<file path="src/include/asd_pkg.sv">
`default_nettype none
package asd_pkg;
   // ------------------------------------------------------------
   // Address map
   // ------------------------------------------------------------
   localparam int          ADDR_W         = 24;
   localparam logic [23:0] RESET_FETCH    = 24'hFF2080;
   localparam logic [23:0] CPU_SFR_LO     = 24'h000000;
   localparam logic [23:0] CPU_SFR_HI     = 24'h000017;
   localparam logic [23:0] SP_LO          = 24'h000018;
   localparam logic [23:0] SP_HI          = 24'h000019;
   localparam logic [23:0] LRF_HI         = 24'h0000FF;
   localparam logic [23:0] URF_LO         = 24'h000100;
   localparam logic [23:0] URF_HI         = 24'h0003FF;
   localparam logic [23:0] CDRAM_LO       = 24'h000400;
   localparam logic [23:0] CDRAM_HI       = 24'h0005FF;
   localparam logic [23:0] EXT0_HI        = 24'h001BFF;
   localparam logic [23:0] XRAM_LO        = 24'h001C00;
   localparam logic [23:0] XRAM_HI        = 24'h001DFF;
   localparam logic [23:0] NET_LO         = 24'h001E00;
   localparam logic [23:0] NET_HI         = 24'h001EFF;
   localparam logic [23:0] PSFR_LO        = 24'h001F00;
   localparam logic [23:0] PSFR_HI        = 24'h001FDF;
   localparam logic [23:0] MSFR_LO        = 24'h001FE0;
   localparam logic [23:0] MSFR_HI        = 24'h001FFF;
   localparam logic [23:0] REMAP_LO       = 24'h002000;
   localparam logic [23:0] REMAP_HI       = 24'h00FFFF;
   localparam logic [23:0] OVL_LO         = 24'h0F0000;
   localparam logic [23:0] OVL_HI         = 24'hFEFFFF;
   localparam logic [23:0] EMU_LO         = 24'hFF0000;
   localparam logic [23:0] EMU_HI         = 24'hFF00FF;
   localparam logic [23:0] HI_EXT0_HI     = 24'hFF03FF;
   localparam logic [23:0] HI_CDRAM_LO    = 24'hFF0400;
   localparam logic [23:0] HI_CDRAM_HI    = 24'hFF05FF;
   localparam logic [23:0] SPM_LO         = 24'hFF2000;
   localparam logic [23:0] SPM_HI         = 24'hFF207F;
   localparam logic [7:0]  WIN_BLOCKED_RD = 8'hFF;
   localparam logic [3:0]  MSG_BYTE_MASK  = 4'hF;
   localparam int          PIN_LINES_BIG  = 24;
   localparam int          PIN_LINES_SML  = 20;

   // ------------------------------------------------------------
   // Types
   // ------------------------------------------------------------
   typedef enum logic [3:0] {
      ASD_RG_CPU_SFR, ASD_RG_STACK_PTR, ASD_RG_LOWER_RF, ASD_RG_UPPER_RF,
      ASD_RG_CODE_RAM, ASD_RG_XREG_RAM, ASD_RG_NET_SFR, ASD_RG_PERIPH_SFR,
      ASD_RG_MMAP_SFR, ASD_RG_OTP, ASD_RG_SPECIAL, ASD_RG_EMU,
      ASD_RG_OVERLAY, ASD_RG_EXTERNAL
   } asd_region_t;

   typedef enum logic [1:0] {
      ASD_AM_DIRECT, ASD_AM_INDIRECT, ASD_AM_EXTENDED, ASD_AM_WINDOW
   } asd_mode_t;

   typedef struct packed {
      logic        valid;
      logic        write;
      logic        fetch;
      asd_mode_t   mode;
      logic [23:0] addr;
   } asd_req_t;

   typedef struct packed {
      logic        valid;
      asd_region_t region;
      logic [13:0] sel;
      logic        allowed;
      logic        blocked_rd;
      logic        wr_suppress;
      logic [23:0] ext_addr;
      logic [3:0]  msg_index;
      logic [3:0]  msg_byte;
   } asd_resp_t;
endpackage
`default_nettype wire

</file>
<file path="src/core/asd_onehot_enc.sv">
`timescale 1ns/1ps
`default_nettype none
// ------------------------------------------------------------
// Region to one-hot select, registered
// ------------------------------------------------------------
module asd_onehot_enc #(
   parameter int N = 14
) (
   input  wire logic                sys_clk_i,
   input  wire logic                reset_i,
   input  wire asd_pkg::asd_region_t region_i,
   output var  logic [N-1:0]        sel_o
);
   logic [N-1:0] sel_d;
   logic [N-1:0] sel_q;

   // One bit per region; a code past N-1 leaves every bit clear
   for (genvar g = 0; g < N; g++) begin : g_bit
      assign sel_d[g] = (int'(region_i) == g);
   end

   // Register so the select leaves a flip-flop
   always_ff @(posedge sys_clk_i or posedge reset_i) begin
      if (reset_i) begin
         sel_q <= '0;
      end else begin
         sel_q <= sel_d;
      end
   end

   assign sel_o = sel_q;
endmodule // asd_onehot_enc
`default_nettype wire

</file>
<file path="src/core/asd_decoder.sv">
// Operation
// - First fetch after reset from FF2080
// - 0000-0017 core registers, direct/indirect/indexed
// - 0018-0019 stack pointer, direct/indirect/indexed
// - 0000-00FF lower register file, all modes but window
// - 0100-03FF upper file, never plain direct
// - 1C00-1DFF register RAM, no plain direct
// - Code RAM at 0400 and FF0400 aliased
// - 2000-FFFF external or OTP by config bit
// - FF2000 special, FF2080 up program memory
// - 0F0000-FEFFFF external or overlay by package
// - 24 address lines large, 20 small
// - 1F00-1FDF peripherals, 1FE0-1FFF mapped
// - 1E00-1EFF network, 16-byte message objects
// - Listed gaps go to external bus
// - Windowed 1FE0-1FFF reads FF, writes ignored
`timescale 1ns/1ps
`default_nettype none
module asd_decoder #(
   parameter logic LARGE_PKG = 1'b1
) (
   input  wire logic              sys_clk_i,
   input  wire logic              reset_i,
   input  wire asd_pkg::asd_req_t req_i,
   input  wire logic              rom_remap_config_bit_i,
   output var  asd_pkg::asd_resp_t resp_o,
   output var  logic [23:0]       reset_vector_o
);
   // ------------------------------------------------------------
   // Combinational decode
   // ------------------------------------------------------------
   asd_pkg::asd_region_t region_d;
   asd_pkg::asd_resp_t   resp_d;
   asd_pkg::asd_resp_t   resp_q;
   logic [23:0]          a;
   logic [23:0]          pin_a;
   logic                 dir_ok;
   asd_pkg::asd_region_t enc_region;
   logic [13:0]          sel_w;

   // Priority by address; each address lands in one region
   always_comb begin
      // Decode the full address so the overlay range stays reachable;
      // only the pins see the narrower width on the small package
      a     = req_i.addr;
      pin_a = req_i.addr;
      if (!LARGE_PKG) begin
         pin_a[23:20] = {4{pin_a[19]}};
      end
      region_d = asd_pkg::ASD_RG_EXTERNAL;
      if (a <= asd_pkg::CPU_SFR_HI) begin
         region_d = asd_pkg::ASD_RG_CPU_SFR;
      end else if (a <= asd_pkg::SP_HI) begin
         region_d = asd_pkg::ASD_RG_STACK_PTR;
      end else if (a <= asd_pkg::LRF_HI) begin
         region_d = asd_pkg::ASD_RG_LOWER_RF;
      end else if (a <= asd_pkg::URF_HI) begin
         region_d = asd_pkg::ASD_RG_UPPER_RF;
      end else if (a <= asd_pkg::CDRAM_HI) begin
         region_d = asd_pkg::ASD_RG_CODE_RAM;
      end else if (a <= asd_pkg::EXT0_HI) begin
         region_d = asd_pkg::ASD_RG_EXTERNAL;
      end else if (a <= asd_pkg::XRAM_HI) begin
         region_d = asd_pkg::ASD_RG_XREG_RAM;
      end else if (a <= asd_pkg::NET_HI) begin
         region_d = asd_pkg::ASD_RG_NET_SFR;
      end else if (a <= asd_pkg::PSFR_HI) begin
         region_d = asd_pkg::ASD_RG_PERIPH_SFR;
      end else if (a <= asd_pkg::MSFR_HI) begin
         region_d = asd_pkg::ASD_RG_MMAP_SFR;
      end else if (a <= asd_pkg::REMAP_HI) begin
         region_d = rom_remap_config_bit_i ? asd_pkg::ASD_RG_OTP
                  : asd_pkg::ASD_RG_EXTERNAL;
      end else if (a >= asd_pkg::OVL_LO && a <= asd_pkg::OVL_HI) begin
         region_d = LARGE_PKG ? asd_pkg::ASD_RG_EXTERNAL
                  : asd_pkg::ASD_RG_OVERLAY;
      end else if (a >= asd_pkg::EMU_LO && a <= asd_pkg::EMU_HI) begin
         region_d = asd_pkg::ASD_RG_EMU;
      end else if (a >= asd_pkg::HI_CDRAM_LO && a <= asd_pkg::HI_CDRAM_HI) begin
         region_d = asd_pkg::ASD_RG_CODE_RAM;
      end else if (a >= asd_pkg::SPM_LO && a <= asd_pkg::SPM_HI) begin
         region_d = asd_pkg::ASD_RG_SPECIAL;
      end else if (a >= asd_pkg::RESET_FETCH) begin
         region_d = rom_remap_config_bit_i ? asd_pkg::ASD_RG_OTP
                  : asd_pkg::ASD_RG_EXTERNAL;
      end
   end

   // Mode check; plain direct only inside the lower file
   always_comb begin
      dir_ok = (region_d == asd_pkg::ASD_RG_CPU_SFR)
            || (region_d == asd_pkg::ASD_RG_STACK_PTR)
            || (region_d == asd_pkg::ASD_RG_LOWER_RF);
      resp_d             = '0;
      resp_d.valid       = req_i.valid;
      resp_d.region      = region_d;
      resp_d.ext_addr    = pin_a;
      resp_d.msg_index   = a[7:4];
      resp_d.msg_byte    = a[3:0] & asd_pkg::MSG_BYTE_MASK;
      case (req_i.mode)
         asd_pkg::ASD_AM_DIRECT:   resp_d.allowed = dir_ok;
         asd_pkg::ASD_AM_INDIRECT: resp_d.allowed = 1'b1;
         asd_pkg::ASD_AM_EXTENDED: resp_d.allowed =
            (region_d != asd_pkg::ASD_RG_UPPER_RF)
            && (region_d != asd_pkg::ASD_RG_XREG_RAM);
         asd_pkg::ASD_AM_WINDOW:   resp_d.allowed =
            (region_d == asd_pkg::ASD_RG_UPPER_RF)
            || (region_d == asd_pkg::ASD_RG_XREG_RAM)
            || (region_d == asd_pkg::ASD_RG_NET_SFR)
            || (region_d == asd_pkg::ASD_RG_PERIPH_SFR);
         default:                  resp_d.allowed = 1'b0;
      endcase
      // Mapped registers cannot be windowed: read FF, drop write
      if (req_i.mode == asd_pkg::ASD_AM_WINDOW
          && region_d == asd_pkg::ASD_RG_MMAP_SFR) begin
         resp_d.blocked_rd  = ~req_i.write;
         resp_d.wr_suppress = req_i.write;
      end
      if (!resp_d.allowed) begin
         resp_d.wr_suppress = req_i.write;
      end
   end

   // Response register
   always_ff @(posedge sys_clk_i or posedge reset_i) begin
      if (reset_i) begin
         resp_q <= '0;
      end else begin
         resp_q <= resp_d;
      end
   end

   // Idle cycles feed an unused code, so the select flop clears itself
   // and the output needs no gate after the register
   assign enc_region = req_i.valid ? region_d
                     : asd_pkg::asd_region_t'('1);

   // Select bus, one hot
   asd_onehot_enc #(.N(14)) u_sel (
      .sys_clk_i (sys_clk_i),
      .reset_i   (reset_i),
      .region_i  (enc_region),
      .sel_o     (sel_w)
   );

   always_comb begin
      resp_o     = resp_q;
      resp_o.sel = sel_w;
   end

   // Reset vector held in a flop
   always_ff @(posedge sys_clk_i or posedge reset_i) begin
      if (reset_i) begin
         reset_vector_o <= asd_pkg::RESET_FETCH;
      end else begin
         reset_vector_o <= asd_pkg::RESET_FETCH;
      end
   end
endmodule // asd_decoder
`default_nettype wire

</file>
<file path="config.mk">
export PLATFORM = sky130hd
export DESIGN_NAME = asd_decoder
export DESIGN_NICKNAME = d
export VERILOG_FILES = /design/src/include/asd_pkg.sv /design/src/core/asd_onehot_enc.sv /design/src/core/asd_decoder.sv
export SDC_FILE = /design/constraint.sdc
export NUM_CORES = 1
export LEC_CHECK = 0
export BUFFER_PORTS_ARGS = -buffer_cell sky130_fd_sc_hd__buf_2
export CORE_MARGIN = 1
export CORE_UTILIZATION = 40
export CTS_BUF_LIST = sky130_fd_sc_hd__clkbuf_4 sky130_fd_sc_hd__clkbuf_8
export DETAILED_ROUTE_END_ITERATION = 10
export GPL_ROUTABILITY_DRIVEN = 0
export PLACE_DENSITY = 0.73
export SLEW_MARGIN = 20
export SYNTH_ARGS = -nofsm -noshare
export SYNTH_HDL_FRONTEND = slang
export SYNTH_SLANG_ARGS = --single-unit
</file>
<file path="constraint.sdc">
create_clock -name sys_clk_i -period 2.7 [get_ports sys_clk_i]
set_input_delay 0.27 -clock sys_clk_i [delete_from_list [all_inputs] [get_ports sys_clk_i]]
set_output_delay 0.27 -clock sys_clk_i [all_outputs]
set_load 0.1 [all_outputs]
</file>
==> results of run 1 <==
==> routing by layer <==
layer	GRT usage, %	up-vias	wire length, um
met2	24.7	88	1850
met3	3.75	4	320
met4	7.19	0	57
met5	0	-	0
li1	-	689	-
met1	17.9	692	1640
==> cell families after synthesis <==
| family | synth area share, % |
|---|---|
| compound gates | 7.81 |
| buf+inv | 12.7 |
| other cells | 0.378 |
| simple gates | 21.1 |
| flops | 58.0 |
==> where the power goes <==
group	switching [mW]	total, mW	internal, mW
clock network	0.219	0.425	0.206
logic	0.432	0.480	0.0480
registers	0.00599	0.717	0.711
total	0.658	1.62	0.965
==> how the worst max path moves through the flow <==
stage | cells past startpoint | from | end
floorplan | 7 | req_i[19] | resp_o[32]
global placement | 8 | req_i[23] | resp_o[32]
detailed placement | 8 | req_i[23] | resp_o[32]
CTS | 8 | req_i[23] | resp_o[32]
global route | 8 | req_i[15] | resp_o[32]
finish | 8 | req_i[23] | resp_o[32]
==> cell usage in the layout (no fill, tap or decap), types with 2 or more instances in the layout <==
| cell type | netlist | final |
|---|---|---|
| and4_1 | 3 | 3 |
| conb_1 | 2 | 25 |
| dfrtp_1 | 46 | 46 |
| and3_1 | 3 | 3 |
| nor3_1 | 5 | 5 |
| nand2_1 | 6 | 6 |
| buf_2 | 1 | 84 |
| nor4_1 | 3 | 3 |
| nor4_2 | 2 | 2 |
| nor4_4 | 2 | 2 |
| nand3b_1 | 2 | 2 |
| nand3_1 | 5 | 5 |
| clkbuf_8 | 0 | 6 |
| o211ai_1 | 2 | 2 |
| nor2_1 | 12 | 12 |
| nand4_1 | 5 | 5 |
| nand2b_1 | 4 | 4 |
==> area by class of cell <==
type,count,area (um^2),area share (%)
Clock buffer,6,82.6,3.39
Clock inverter,2,12.5,0.514
Inverter,2,7.51,0.308
Multi-Input combinational cell,105,668,27.5
Sequential cell,46,1150,47.3
Tap cell,67,83.8,3.44
Timing Repair Buffer,85,428,17.6
==> registers in the layout, indices dropped and copies added (netlist names) <==
signal,count
resp_o,32
u_sel.sel_o,14
==> per-stage QoR <==
step	setup WS (ps)	util (%)	power, mW
after global routing	562	51.2	1.68
final	678	51.2	1.62
after detailed placement	345	49.2	1.21
after CTS	674	51.2	1.65
after global placement	386	49.2	1.21
after floorplan	697	-	1.17
==> impl_metrics.py, run 1 <==
metrics = {
    "placement": {
        "placed_cells": 305,
        "postPlaceCellArea_mm2": 0.00234,
        "dp.final_hpwl_um": 2940,
        "io_buffer_count": 84,
    },
    "timing": {
        "slew_headroom_pct": 38.8,
        "worstMarginPinSlew_ps": 916,
        "setup_tns_ps": 0,
        "finalHoldViolCount": 0,
        "rsz0062_at_grt": "no",
        "slew_violations": 0,
        "whs_ps": 83.8,
        "fmax_mhz": 495,
        "period_minus_slack_ps": 2020,
        "setup_violations": 0,
        "finalCritPeriodShare_pct": 74.9,
    },
    "min_path": {
        "min_from": "req_i[0]",
        "hp-class": "input port to register",
        "worst_hold_path.endpoint": "resp_o[0]",
        "hold_depth": 1,
    },
    "critical_path": {
        "crit_path_end_kind": "register",
        "arrival_ps": 2210,
        "crit_buf_inv": 1,
        "worstPathMaxFanout": 7,
        "path_cells": "buf_2 -> nor4_4 -> and3_1 -> a21boi_0 -> o22a_2 -> nand2b_1 -> o2111a_1 -> o31a_1",
        "start_kind": "input port",
        "worstSetupPathType": "input port to register",
        "max_stage_delay_ps": 340,
        "cp_top_family": "simple AND/OR/NAND/NOR gates",
        "cp.required_ps": 2880,
        "cpMaxStageDelayCell": "nor4_4",
    },
    "drt": {
        "via_count": 1473,
        "remaining_drc_errors": 0,
        "first_pass_iters": 4,
        "wire_per_inst_um": 12.4,
        "drt_iter0_markers": 104,
        "ant_nets": 0,
        "wirelength_um": 3870,
        "viasPerCell": 4.71,
    },
    "power": {
        "p_leak_nw": 1.20,
        "ir_drop_uv": 282,
        "power_density_mw_per_mm2": 667,
    },
    "clocking": {
        "cts_sinks": 46,
        "clkTransAtPathRegs_ps": 80,
        "post_cts_buffers": 0,
        "clock_path_buffers": 2,
        "cts_resized": 0,
        "htree_levels": 2,
        "clockRootBuffer": "clkbuf_8",
        "cts_tree": "built",
        "cts_inserted_buffers": 5,
        "holdBufCountCts": 0,
    },
    "die": {
        "io_pins": 110,
        "die_h_um": 72.5,
        "start_util_pct": 41.8,
        "die_w_um": 72.5,
        "floorplan.rows": 25,
        "dieArea_mm2": 0.00525,
        "core-area_mm2": 0.00475,
    },
    "final_layout": {
        "final_cells": 313,
        "drive_above_1_share_pct": 43.9,
        "post-route-cell-area_mm2": 0.00243,
        "nFillCells": 462,
        "diodes": 0,
        "design.final.nets": 277,
        "syn2layout_area_growth_pct": 22.6,
    },
    "logic_synthesis": {
        "synth_edf_count": 0,
        "netlist_top_cells_area": "dfrtp_1 (58%), buf_4 (12%), nor2_1 (2.3%)",
        "async_flop_share_pct": 100,
        "yosysTopAreaCellShare_pct": 58.0,
        "syn_area_mm2": 0.00199,
        "synth-seq-cells": 46,
        "yosys-top-cells-count": "dfrtp_1 (46), buf_4 (32), nor2_1 (12)",
        "synth_cell_type_count": 44,
        "syn_inst": 163,
        "synthFlopType": "dfrtp_1",
        "synth.most_common_cell": "dfrtp_1",
        "avgSynthCellArea_um2": 12.2,
        "ys_warn_count": 0,
        "synth_largest_area_cell": "dfrtp_1",
        "synth.yosys.seq_area_share_pct": 58.0,
    },
    "job": {
        "maxCapViolations": 0,
    },
    "global_route": {
        "antenna_found_initial": 0,
        "grt_pass1_vias": 1260,
        "grt_max_degree": 47,
        "grt_util_all_layers_pct": 14.8,
        "overflow": 0,
        "grt_pass1_wl_um": 5800,
    },
    "outcome": {
        "outcome": "complete, no violations",
    },
}
Note: power is estimated with default switching activity, not from simulation.
==> inputs of run 2 (changes only) <==
--- a/config.mk
+++ b/config.mk
@@ -5,13 +5,14 @@
 export SDC_FILE = /design/constraint.sdc
 export NUM_CORES = 1
 export LEC_CHECK = 0
+export ABC_AREA = 1
 export BUFFER_PORTS_ARGS = -buffer_cell sky130_fd_sc_hd__buf_2
 export CORE_MARGIN = 1
 export CORE_UTILIZATION = 40
 export CTS_BUF_LIST = sky130_fd_sc_hd__clkbuf_4 sky130_fd_sc_hd__clkbuf_8
 export DETAILED_ROUTE_END_ITERATION = 10
 export GPL_ROUTABILITY_DRIVEN = 0
-export PLACE_DENSITY = 0.73
+export PLACE_DENSITY = 0.72
 export SLEW_MARGIN = 20
 export SYNTH_ARGS = -nofsm -noshare
 export SYNTH_HDL_FRONTEND = slang
==> constraint.sdc (replaced) <==
create_clock -name sys_clk_i -period 2.05 [get_ports sys_clk_i]
set_input_delay 0.205 -clock sys_clk_i [delete_from_list [all_inputs] [get_ports sys_clk_i]]
set_output_delay 0.205 -clock sys_clk_i [all_outputs]
set_load 0.1 [all_outputs]
==> run 2 against run 1 <==
Compared with the run above: highest routed layer unchanged; critical path depth grew 11; worst setup slack worse by 230 ps; non-clock buffer count rose by 3; routed wire length is 2.4% lower; first-iteration DRC count is 80% lower; core utilization grew 1.0 points; sequential power grew 32%.
==> impl_metrics.py, run 2 <==
metrics = {
    "logic_synthesis": {
        "synth_largest_area_cell": "dfrtp_1",
        "yosysTopAreaCellShare_pct": 55.2,
        "avgSynthCellArea_um2": 9.80,
        "syn_inst": 213,
        "synth.most_common_cell": "dfrtp_1",
        "synth.yosys.seq_area_share_pct": 55.2,
        "synthFlopType": "dfrtp_1",
        "synth_edf_count": 0,
        "yosys-top-cells-count": "dfrtp_1 (46), nand2_1 (33), buf_4 (32)",
        "syn_area_mm2": 0.00209,
        "async_flop_share_pct": 100,
        "netlist_top_cells_area": "dfrtp_1 (55%), buf_4 (12%), nand2_1 (5.9%)",
        "ys_warn_count": 0,
        "synth-seq-cells": 46,
        "synth_cell_type_count": 28,
    },
    "timing": {
        "slew_violations": 0,
        "fmax_mhz": 625,
        "whs_ps": 18.5,
        "setup_tns_ps": 0,
        "period_minus_slack_ps": 1600,
        "setup_violations": 0,
        "finalHoldViolCount": 0,
        "finalCritPeriodShare_pct": 78.1,
        "rsz0062_at_grt": "no",
    },
    "clocking": {
        "cts_resized": 0,
        "clkTransAtPathRegs_ps": 80,
        "htree_levels": 2,
        "post_cts_buffers": 0,
        "cts_sinks": 46,
        "cts_tree": "built",
        "cts_inserted_buffers": 5,
        "clockRootBuffer": "clkbuf_8",
        "clock_path_buffers": 2,
    },
    "drt": {
        "drt_iter0_markers": 21,
        "viasPerCell": 4.22,
        "via_count": 1546,
        "met3_length_um": 225,
        "wire_per_inst_um": 10.3,
        "m1WireLength_um": 1550,
        "ant_nets": 0,
        "remaining_drc_errors": 0,
        "top_layer_used": "met4",
        "wirelength_um": 3770,
        "wl_met2_um": 1910,
        "first_pass_iters": 3,
    },
    "critical_path": {
        "arrival_ps": 1790,
        "start_kind": "input port",
        "crit_path_end_kind": "register",
        "worstPathMaxFanout": 6,
        "worstSetupPathType": "input port to register",
        "cp.required_ps": 2240,
    },
    "final_layout": {
        "layout.cells.most_common": "buf_2",
        "design.final.nets": 331,
        "final_util_pct": 52.2,
        "drive_above_1_share_pct": 43.1,
        "syn2layout_area_growth_pct": 22.1,
        "final_cell_mix": "buf_2 (84), dfrtp_1 (46), nand2_1 (33)",
        "diodes": 0,
        "largest_reg_flops": 32,
    },
    "power": {
        "power_density_mw_per_mm2": 818,
        "power.total_mw": 2.09,
        "p_leak_nw": 1.40,
        "ir_drop_uv": 344,
    },
    "die": {
        "die_h_um": 74.2,
        "io_pins": 110,
        "dieArea_mm2": 0.00551,
        "start_util_pct": 42.8,
        "core-area_mm2": 0.00488,
        "die_w_um": 74.2,
        "floorplan.rows": 25,
    },
    "placement": {
        "io_buffer_count": 84,
        "dp.final_hpwl_um": 2990,
    },
    "min_path": {
        "hp-class": "input port to register",
    },
    "global_route": {
        "grt_max_degree": 26,
        "overflow": 0,
        "grt_pass1_wl_um": 6070,
        "grt_pass1_vias": 1440,
        "grt_util_all_layers_pct": 14.6,
        "antenna_found_initial": 0,
    },
    "job": {
        "maxCapViolations": 0,
    },
    "outcome": {
        "outcome": "complete, no violations",
    },
}
==> run 2: cell types whose count changed after synthesis, moves of 3 or more <==
cell / change
nor2_1: +9
nand3_1: +4
inv_2: +4
nor2_4: +5
nand2_2: +8
inv_1: +19
nand2b_1: -4
nand2_1: +27
nand4_1: -4
nand2_4: +3
and3_1: -3
nor2_2: +6
and4_1: -3
==> run 2: cell families (layout without fill, tap and decap cells) <==
logic type	Yosys count	in the layout	share of synthesized area (%)
flip-flops	46	46	55.2
other	2	25	0.360
AND/OR/NAND/NOR	97	97	25.4
buffers and inverters	59	122	16.5
AO/OA/AOI/OAI	9	9	2.64
==> run 2: what timing repair did <==
item	in CTS	in global routing
endpoints found under the hold margin	23	0
hold buffers	1	0
setup endpoints to repair	0	0
==> run 2: worst paths after layout <==
path | depth (start not counted) | slack [ps] | from | end
setup / recovery | 19 | 450 | req_i[16] | resp_o[32]
hold / removal | 1 | 20 | req_i[0] | resp_o[0]
max in group asynchronous | 4 | 1010 | reset_i | resp_o[25]
min in group asynchronous | 3 | 480 | reset_i | resp_o[0]
==> run 2: layout make-up <==
cell class / instances / area (um^2)
Inverter: 27 / 104
Clock inverter: 2 / 10.0
Clock buffer: 5 / 68.8
Multi-Input combinational cell: 131 / 678
Tap cell: 67 / 83.8
Fill cell: 468 / 2330
Sequential cell: 46 / 1150
Timing Repair Buffer: 88 / 453
==> run 2: where the power goes <==
part	internal (mW)	switching (mW)	leakage (nW)
sequential	0.937	0.00811	0.559
combinational	0.0666	0.572	0.796
clock	0.229	0.272	0.0438
total	1.23	0.853	1.40
==> run 2: routing by layer <==
metal	GRT usage, %	vias up
met1	15.0	705
met4	7.13	0
met5	0	-
met3	3.93	9
li1	-	763
met2	27.4	69
==> run 2: stage by stage <==
stage,instances,area [um^2],setup slack [ps]
2_1_floorplan,236,2170,460
6_report,366,2550,449
5_1_grt,366,2550,259
4_1_cts,366,2550,448
3_5_place_dp,358,2460,151
3_3_place_gp,358,2460,160
==> run 2: worst max-delay path, cell delays in order <==
cell and delay (ps):
buf_2 110, nand2_1 70, inv_2 40, nand2_1 50, nor2_2 190, nand4_1 150, and2_1 170, nand3_1 90
nand2_2 120, nand2_2 90, inv_2 50, nand2_4 100, nor2_4 40, nand3_2 70, nand2_1 50, nand2_1 50
nand2_1 60, nand2_2 70, nor2_2 30
